$ cat src/rtl/virt_capability_report_regs.vh
// register indices, field layouts and fixed capability values of the capability bank
`ifndef VIRT_CAPABILITY_REPORT_REGS_VH
`define VIRT_CAPABILITY_REPORT_REGS_VH
`define IDX_CRF_MUST_BE_ONE      12'h488
`define IDX_CRF_MAY_BE_ONE       12'h489
`define IDX_FIELD_INDEX_LIMIT    12'h48A
`define IDX_NESTED_TABLE_TAG_CAP 12'h48C
`define IDX_VM_FUNCTION_ALLOWED  12'h491
`define CRF_MUST_BE_ONE_VAL      64'h0000_0000_0000_2000
`define CRF_MAY_BE_ONE_VAL       64'h0000_0000_0037_27FF
`define FIELD_INDEX_LIMIT_VAL    9'h017
`define VM_FUNCTION_ALLOWED_VAL  64'h0000_0000_0000_0001
`define CAP_EXEC_ONLY            0
`define CAP_WALK4                6
`define CAP_UC                   8
`define CAP_WB                   14
`define CAP_DIR_2M               16
`define CAP_DIRPTR_1G            17
`define CAP_NFLUSH               20
`define CAP_AD_FLAGS             21
`define CAP_EXT_EXIT             22
`define CAP_NFLUSH_SINGLE        25
`define CAP_NFLUSH_ALL           26
`define CAP_TFLUSH               32
`define CAP_TFLUSH_ADDR          40
`define CAP_TFLUSH_SINGLE        41
`define CAP_TFLUSH_ALL           42
`define CAP_TFLUSH_KEEPG         43
`define CAP_RSVD_MASK            64'hFFFF_F0FE_F98C_BEBE
`define PRI_ACT_SECONDARY        63
`define SEC_NESTED_TABLE         33
`define SEC_CPU_TAG              37
`define SEC_VM_FUNCTION          45
`define FC_RSVD_HI               31:15
`define FC_RSVD_12               12
`define FC_WIDTH                 14:13
`define FC_TYPE                  11:10
`define FC_INDEX                 9:1
`define FC_ACCESS                0
`define WIDTH_16                 2'h0
`define TYPE_CONTROL             2'h0
`define TYPE_GUEST               2'h2
`define TYPE_HOST                2'h3
`define FC_CPU_TAG               32'h0000_0000
`define FC_NOTIFY_VEC            32'h0000_0002
`define FC_TABLE_PTR_IDX         32'h0000_0004
`endif

$ cat src/rtl/virt_capability_report.v
// read-only virtualization capability bank with control-register-4 masking and field code decode
`timescale 1ns/10ps
`include "virt_capability_report_regs.vh"
// Behaviour
// must-be-one mask forces control bits high
// may-be-one zero bits hold control bits low
// must-be-one bits are subset of may-be-one
// field code splits width type index access
// index limit in bits 9:1, rest zero
// bit 0 reports execute-only translations
// bit 6 reports four-level walk
// bits 8 and 14 report uc, wb
// bits 16, 17 report large page mapping
// bits 20, 25, 26 report table flush
// bit 21 reports accessed dirty flags
// extended violation info only when bit 22
// bits 32, 40-43 report tag flush
// unassigned capability bits read zero
// capability register needs secondary plus table/tag
// entry fails on disallowed vm-function bit
// vm-function register exists with bits 63, 45
// width zero means 16-bit, even code
// type zero control, index distinguishes fields
// tag 0, vector 2, table index 4
// 16-bit controls need their enabling control
// type 2 guest, type 3 host
// registers are constants, writes ignored
module virt_capability_report (
	input  wire        clk_sys,
	input  wire        rst,
	input  wire        rd_en,
	input  wire        wr_en,
	input  wire [11:0] reg_index,
	input  wire [63:0] wr_data,
	input  wire [63:0] primary_exec_capability,
	input  wire [63:0] secondary_exec_capability,
	input  wire        feat_exec_only,
	input  wire        feat_walk4,
	input  wire        feat_uc,
	input  wire        feat_wb,
	input  wire        feat_dir_2m,
	input  wire        feat_dirptr_1g,
	input  wire        feat_nflush,
	input  wire        feat_nflush_single,
	input  wire        feat_nflush_all,
	input  wire        feat_ad_flags,
	input  wire        feat_ext_exit,
	input  wire        feat_tflush,
	input  wire [3:0]  feat_tflush_types,
	input  wire        feat_posted_intr,
	input  wire        feat_virt_exception,
	input  wire        virt_active,
	input  wire [63:0] control_register_four_req,
	input  wire        entry_check,
	input  wire [63:0] vm_function_ctl,
	input  wire        ctl_act_secondary,
	input  wire        ctl_vm_function,
	input  wire        violation_event,
	input  wire [31:0] field_code,
	output reg  [63:0] rd_data,
	output reg         rd_valid,
	output reg         rd_fault,
	output reg  [63:0] control_register_four_eff,
	output reg         entry_fail,
	output reg         ext_exit_info,
	output reg  [1:0]  fc_width,
	output reg  [1:0]  fc_type,
	output reg  [8:0]  fc_index,
	output reg         fc_access,
	output reg         fc_valid,
	output reg         fc_is_guest,
	output reg         fc_is_host,
	output reg         fc_supported
);

	reg  [63:0] cap_raw;
	wire [63:0] cap_val;
	wire        cap_present;
	wire        vmf_present;
	reg  [63:0] rd_nxt;
	reg         hit_nxt;
	wire        fc_ok;
	reg         fc_sup_nxt;

	// capability word built from feature straps
	always @* begin
		cap_raw                        = 64'h0000_0000_0000_0000;
		cap_raw[`CAP_EXEC_ONLY]        = feat_exec_only;
		cap_raw[`CAP_WALK4]            = feat_walk4;
		cap_raw[`CAP_UC]               = feat_uc;
		cap_raw[`CAP_WB]               = feat_wb;
		cap_raw[`CAP_DIR_2M]           = feat_dir_2m;
		cap_raw[`CAP_DIRPTR_1G]        = feat_dirptr_1g;
		cap_raw[`CAP_NFLUSH]           = feat_nflush;
		cap_raw[`CAP_NFLUSH_SINGLE]    = feat_nflush_single;
		cap_raw[`CAP_NFLUSH_ALL]       = feat_nflush_all;
		cap_raw[`CAP_AD_FLAGS]         = feat_ad_flags;
		cap_raw[`CAP_EXT_EXIT]         = feat_ext_exit;
		cap_raw[`CAP_TFLUSH]           = feat_tflush;
		cap_raw[`CAP_TFLUSH_KEEPG:`CAP_TFLUSH_ADDR] = feat_tflush_types;
	end

	assign cap_val = cap_raw & ~`CAP_RSVD_MASK;

	assign cap_present = primary_exec_capability[`PRI_ACT_SECONDARY] &
		(secondary_exec_capability[`SEC_NESTED_TABLE] | secondary_exec_capability[`SEC_CPU_TAG]);
	assign vmf_present = primary_exec_capability[`PRI_ACT_SECONDARY] &
		secondary_exec_capability[`SEC_VM_FUNCTION];

	// read mux; absent registers fault like unmapped indices
	always @* begin
		rd_nxt  = 64'h0000_0000_0000_0000;
		hit_nxt = 1'b1;
		case (reg_index)
			`IDX_CRF_MUST_BE_ONE: rd_nxt = `CRF_MUST_BE_ONE_VAL & `CRF_MAY_BE_ONE_VAL;
			`IDX_CRF_MAY_BE_ONE: rd_nxt = `CRF_MAY_BE_ONE_VAL;
			`IDX_FIELD_INDEX_LIMIT: rd_nxt = {54'h0, `FIELD_INDEX_LIMIT_VAL, 1'b0};
			`IDX_NESTED_TABLE_TAG_CAP: begin
				rd_nxt  = cap_present ? cap_val : 64'h0000_0000_0000_0000;
				hit_nxt = cap_present;
			end
			`IDX_VM_FUNCTION_ALLOWED: begin
				rd_nxt  = vmf_present ? `VM_FUNCTION_ALLOWED_VAL : 64'h0000_0000_0000_0000;
				hit_nxt = vmf_present;
			end
			default: hit_nxt = 1'b0;
		endcase
	end

	// field code decode: reserved bits zero, 16-bit codes even
	assign fc_ok = (field_code[`FC_RSVD_HI] == 17'h00000) & ~field_code[`FC_RSVD_12] &
		~((field_code[`FC_WIDTH] == `WIDTH_16) & field_code[`FC_ACCESS]);

	always @* begin
		case (field_code)
			`FC_CPU_TAG: fc_sup_nxt = secondary_exec_capability[`SEC_CPU_TAG];
			`FC_NOTIFY_VEC: fc_sup_nxt = feat_posted_intr;
			`FC_TABLE_PTR_IDX: fc_sup_nxt = feat_virt_exception;
			default: fc_sup_nxt = 1'b0;
		endcase
	end

	// writes are ignored on purpose: the bank is fixed silicon, a write only faults
	always @(posedge clk_sys) begin
		if (rst) begin
			rd_data       <= 64'h0000_0000_0000_0000;
			rd_valid      <= 1'b0;
			rd_fault      <= 1'b0;
			control_register_four_eff <= 64'h0000_0000_0000_0000;
			entry_fail    <= 1'b0;
			ext_exit_info <= 1'b0;
			fc_width      <= 2'h0;
			fc_type       <= 2'h0;
			fc_index      <= 9'h000;
			fc_access     <= 1'b0;
			fc_valid      <= 1'b0;
			fc_is_guest   <= 1'b0;
			fc_is_host    <= 1'b0;
			fc_supported  <= 1'b0;
		end else begin
			rd_valid <= rd_en & hit_nxt;
			rd_fault <= (rd_en & ~hit_nxt) | wr_en;
			if (rd_en) begin
				rd_data <= rd_nxt;
			end
			if (virt_active) begin
				control_register_four_eff <= (control_register_four_req | `CRF_MUST_BE_ONE_VAL) &
					`CRF_MAY_BE_ONE_VAL;
			end else begin
				control_register_four_eff <= control_register_four_req;
			end
			entry_fail <= entry_check & ctl_act_secondary & ctl_vm_function &
				(|(vm_function_ctl & ~`VM_FUNCTION_ALLOWED_VAL));
			ext_exit_info <= violation_event & cap_val[`CAP_EXT_EXIT];
			fc_width     <= field_code[`FC_WIDTH];
			fc_type      <= field_code[`FC_TYPE];
			fc_index     <= field_code[`FC_INDEX];
			fc_access    <= field_code[`FC_ACCESS];
			fc_valid     <= fc_ok;
			fc_is_guest  <= fc_ok & (field_code[`FC_TYPE] == `TYPE_GUEST);
			fc_is_host   <= fc_ok & (field_code[`FC_TYPE] == `TYPE_HOST);
			fc_supported <= fc_ok & (field_code[`FC_TYPE] == `TYPE_CONTROL) & fc_sup_nxt;
		end
	end

endmodule

$ cat config.mk
export PLATFORM = sky130hd
export DESIGN_NAME = virt_capability_report
export DESIGN_NICKNAME = d
export VERILOG_FILES = /design/src/rtl/virt_capability_report.v
export VERILOG_INCLUDE_DIRS = /design/src /design/src/rtl
export SDC_FILE = /design/constraint.sdc
export NUM_CORES = 1
export LEC_CHECK = 0
export ABC_AREA = 1
export BUFFER_PORTS_ARGS = -buffer_cell sky130_fd_sc_hd__buf_4
export CORE_AREA = 5 5 208 210
export CTS_CLUSTER_SIZE = 14
export DETAILED_ROUTE_END_ITERATION = 8
export DIE_AREA = 0 0 213 215
export GPL_TIMING_DRIVEN = 0
export HOLD_SLACK_MARGIN = 0.12
export SYNTH_ARGS = -nofsm -noshare
export SYNTH_HDL_FRONTEND = slang
export SYNTH_SLANG_ARGS = --single-unit
export TNS_END_PERCENT = 50
$ cat constraint.sdc
create_clock -name clk_sys -period 1 [get_ports clk_sys]
set_clock_uncertainty 0.1 [all_clocks]
set_input_delay 0.05 -clock clk_sys [delete_from_list [all_inputs] [get_ports clk_sys]]
set_output_delay 0.05 -clock clk_sys [all_outputs]
set_load 0.02 [all_outputs]
==> results.md <==
* Status: finished, violations left
* Failing checks: negative hold slack, negative setup slack
* Final hold viol count at 7
* Area leader, netlist: dfxtp_1
* CTS buffer count at 9
* Worst-path cell chain: buf_6, buf_6
* Core area at between 0.04 and 0.05 mm^2
* Hpwl dp at approximately 15 mm
* DR vias at roughly 5000
* IO Count at about 540
* Most frequent CP cell: buf_6
* Synthesized area per cell at between 7 and 8 um^2
* Synth warn at 0
* Final Cycle Share at 113%
* Layout cell share with drive strength beyond 1 at between 50% and 60%
* Post-synthesis sequential area ratio at approximately 52%
* Routed wire length at a little under 20 mm
* Total gr overflow at 0
* Final worst setup slack at -0.132 ns
* Max Fanout on Critical Path at 6
* Clock Sinks at roughly 110
* CP peak stage delay at ~0.37 ns
* Yosys top cell area share at between 50 and 60%
* Cell variety after synth at 31
* Design Area, Final at 0.00935 mm^2
* Largest net degree at the start of global routing at 21
* Largest family of logic cells by synthesized area: simple AND/OR/NAND/NOR gates
* Die ar. at ~0.046 mm^2
* Max clock buf depth at 2
* Area taken by multi-input logic gates at between 0.001 and 0.0015 mm^2
* Synthesis-to-layout area growth at 129%
* Total power at 10.5 mW
* Reg2Reg Depth at 4
* Die Span Y at between 200 and 250 um
* Fraction of the mapped netlist area in simple logic gates at between 20% and 30%
* Final core occ at 22.6%
* First-pass GRT wire length at 28.1 mm
* Initial DRC count at 90
* Setup Viol. Count Final at 12
* Global placer's final weighted congestion at between 0.7 and 0.8
* Required time of the critical path at around 0.85 ns
* R2r endpoint: rd_data[43]
* Worst Setup End Kind: primary output
* Critical path launch point type: register
* DR WL/cell at about 13 um
* Reg-to-reg setup timing slack at roughly 0.09 ns
* Die X-Extent at approximately 210 um
* Mapped Area at just over 0.004 mm^2
* Initial Util at 9.85%
* Setup TNS at -1.21 ns
* Crit path buffers/inverters at 2
* CP max-delay cell: dfxtp_4
* Count of max-cap constraint violations at 0
* Initial antenna violation count at 3
* Leak at approximately 4.6 nW
* Mux cell area share after synthesis at 0%
* Placed insts at around 1400
* Hold Path Origin: virt_active
* Core Rows at 75
* Drt first pass iters at 4
* Register area at about 0.0022 mm^2
* Synth Area in Compound Gates at between 4 and 5%
* CP arrival at just under 1 ns
* Hold path cells at 3
* VDD IR max at ~0.65 mV
* Worst skew pair latency at ~0.37 ns
* Port Buffers at between 300 and 400
* Crit path time final at approximately 1.1 ns
* Fill cell count at ~4400
* Peak Freq at between 800 and 900 MHz
* Synthesized-area fraction occupied by adder cells at 0%
* Fin. max-slew vios at 0
* DR vias/cell at roughly 3.2
* Nets at around 1400
* Routed Antenna Nets at 0
* DRC at 0
* Post-synthesis xor/xnor area fraction at 0%
* Register bit total from synthesis at between 100 and 150
* Power Density at roughly 1100 mW/mm^2
* CTS tree: yes
* Synth top area cells: dfxtp_1, nor2_1, buf_4
* Buffer type at the clock tree root: clkbuf_16
* Hold WC Path Type: in -> reg
* Vias in the first global route at slightly above 5000
* Non-Filler Instances at 1544
* Diode count at 0
* Post-Synthesis Cells at between 500 and 600
* Hold EP: control_register_four_eff[13]
* WHS at -0.168 ns
* H-Tree Depth at 3
* Setup Crit Path Kind: reg -> out
* CP top delay family: flip-flops
* Worst-path clk slew at about 0.080 ns
* DP Area at 0.00723 mm^2
* RSZ-0062 raised after global routing: yes
* GRT Total Usage at 8.27%
* RR Startpoint: rd_data[43]
## kinds of logic after synthesis
kind of cell	count (synthesis)
flops	105
other cells	1
buf+inv	154
compound gates	31
simple gates	235
## layer usage
layer	wire length, um	global-route usage, %	vias to the layer above
met5	16	0	-
met4	407	2.82	4
met3	2030	3.65	29
met2	10000	15.1	238
met1	7230	8.31	2185
li1	-	-	2434
## area by class of cell
cell class | count | share of cell area, %
plain buffers | 60 | 4.98
clock buffers | 10 | 2.55
clock inverters | 6 | 0.722
inverters | 94 | 3.91
multi-input cells | 304 | 15.0
flip-flops and latches | 105 | 23.9
well taps | 539 | 7.21
repair buffers | 426 | 41.7
## flip-flops by register name, summed over array words and instances (netlist names)
signal	count
fc_valid	1
control_register_four_eff	64
fc_index	9
rd_fault	1
fc_width	2
entry_fail	1
fc_access	1
ext_exit_info	1
rd_valid	1
fc_supported	1
rd_data	19
fc_is_guest	1
fc_type	2
fc_is_host	1
## worst max path at each step
stage,from,end,slack (ns),depth (start not counted)
floorplan,reg_index[8],rd_fault,0.08,8
global placement,rst,fc_is_host,-0.83,6
detailed placement,rst,fc_is_host,-0.84,6
CTS,rd_data[18],rd_data[18],-0.20,2
global route,rd_data[18],rd_data[18],-0.18,2
finish,rd_data[18],rd_data[18],-0.13,2
## cells in the mapped netlist (all sizes together)
library cell and count:
a21oi 22, and2 1, buf 54, clkbuf 6, clkinv 3, conb 1
dfxtp 105, inv 91, nand2 55, nand3 6, nand3b 1, nand4 18
nor2 141, nor3 6, nor4 3, o21ai 9, or2 4
## timing repair
action                                 in CTS  in global routing
hold buffers                              105                  3
pin swaps                                   0                  7
setup buffers                               4                  6
gates resized for setup                   213                 37
setup endpoints to repair                 130                131
endpoints found under the hold margin     105                 26
## per-stage QoR
step / setup slack (ns) / hold WS [ns]
2_1_floorplan: 0.0789 / 0.0224
6_report: -0.132 / -0.168
4_1_cts: -0.197 / -0.208
5_1_grt: -0.183 / -0.172
3_3_place_gp: -0.827 / 0.120
3_5_place_dp: -0.842 / 0.121
## cells in the final DEF, fill, tap and decap left out, types with 4 or more instances in the layout
| master | synthesis | final |
|---|---|---|
| a21oi_2 | 4 | 5 |
| a21oi_1 | 18 | 17 |
| nor2_2 | 4 | 5 |
| dlygate4sd3_1 | 0 | 104 |
| clkbuf_16 | 0 | 9 |
| buf_4 | 46 | 247 |
| nor2_1 | 135 | 133 |
| buf_2 | 5 | 5 |
| inv_1 | 89 | 88 |
| nand2_2 | 4 | 4 |
| o21ai_1 | 7 | 7 |
| nand4_1 | 18 | 18 |
| nand3_1 | 5 | 4 |
| nand2_1 | 50 | 50 |
| conb_1 | 1 | 38 |
| dfxtp_2 | 0 | 103 |
| buf_6 | 3 | 122 |
| inv_6 | 0 | 4 |
## worst register-to-register path: stages (launching register included)
cell and delay [ns]:
dfxtp_2 0.33, buf_4 0.12, buf_4 0.12, nand2_1 0.05, a21oi_1 0.08
## power by group
part           internal (mW)  switching [mW]
clock                   1.84            1.88
combinational           1.32           0.982
sequential              4.36          0.0768
No activity file was read; power rests on OpenSTA's default activity.
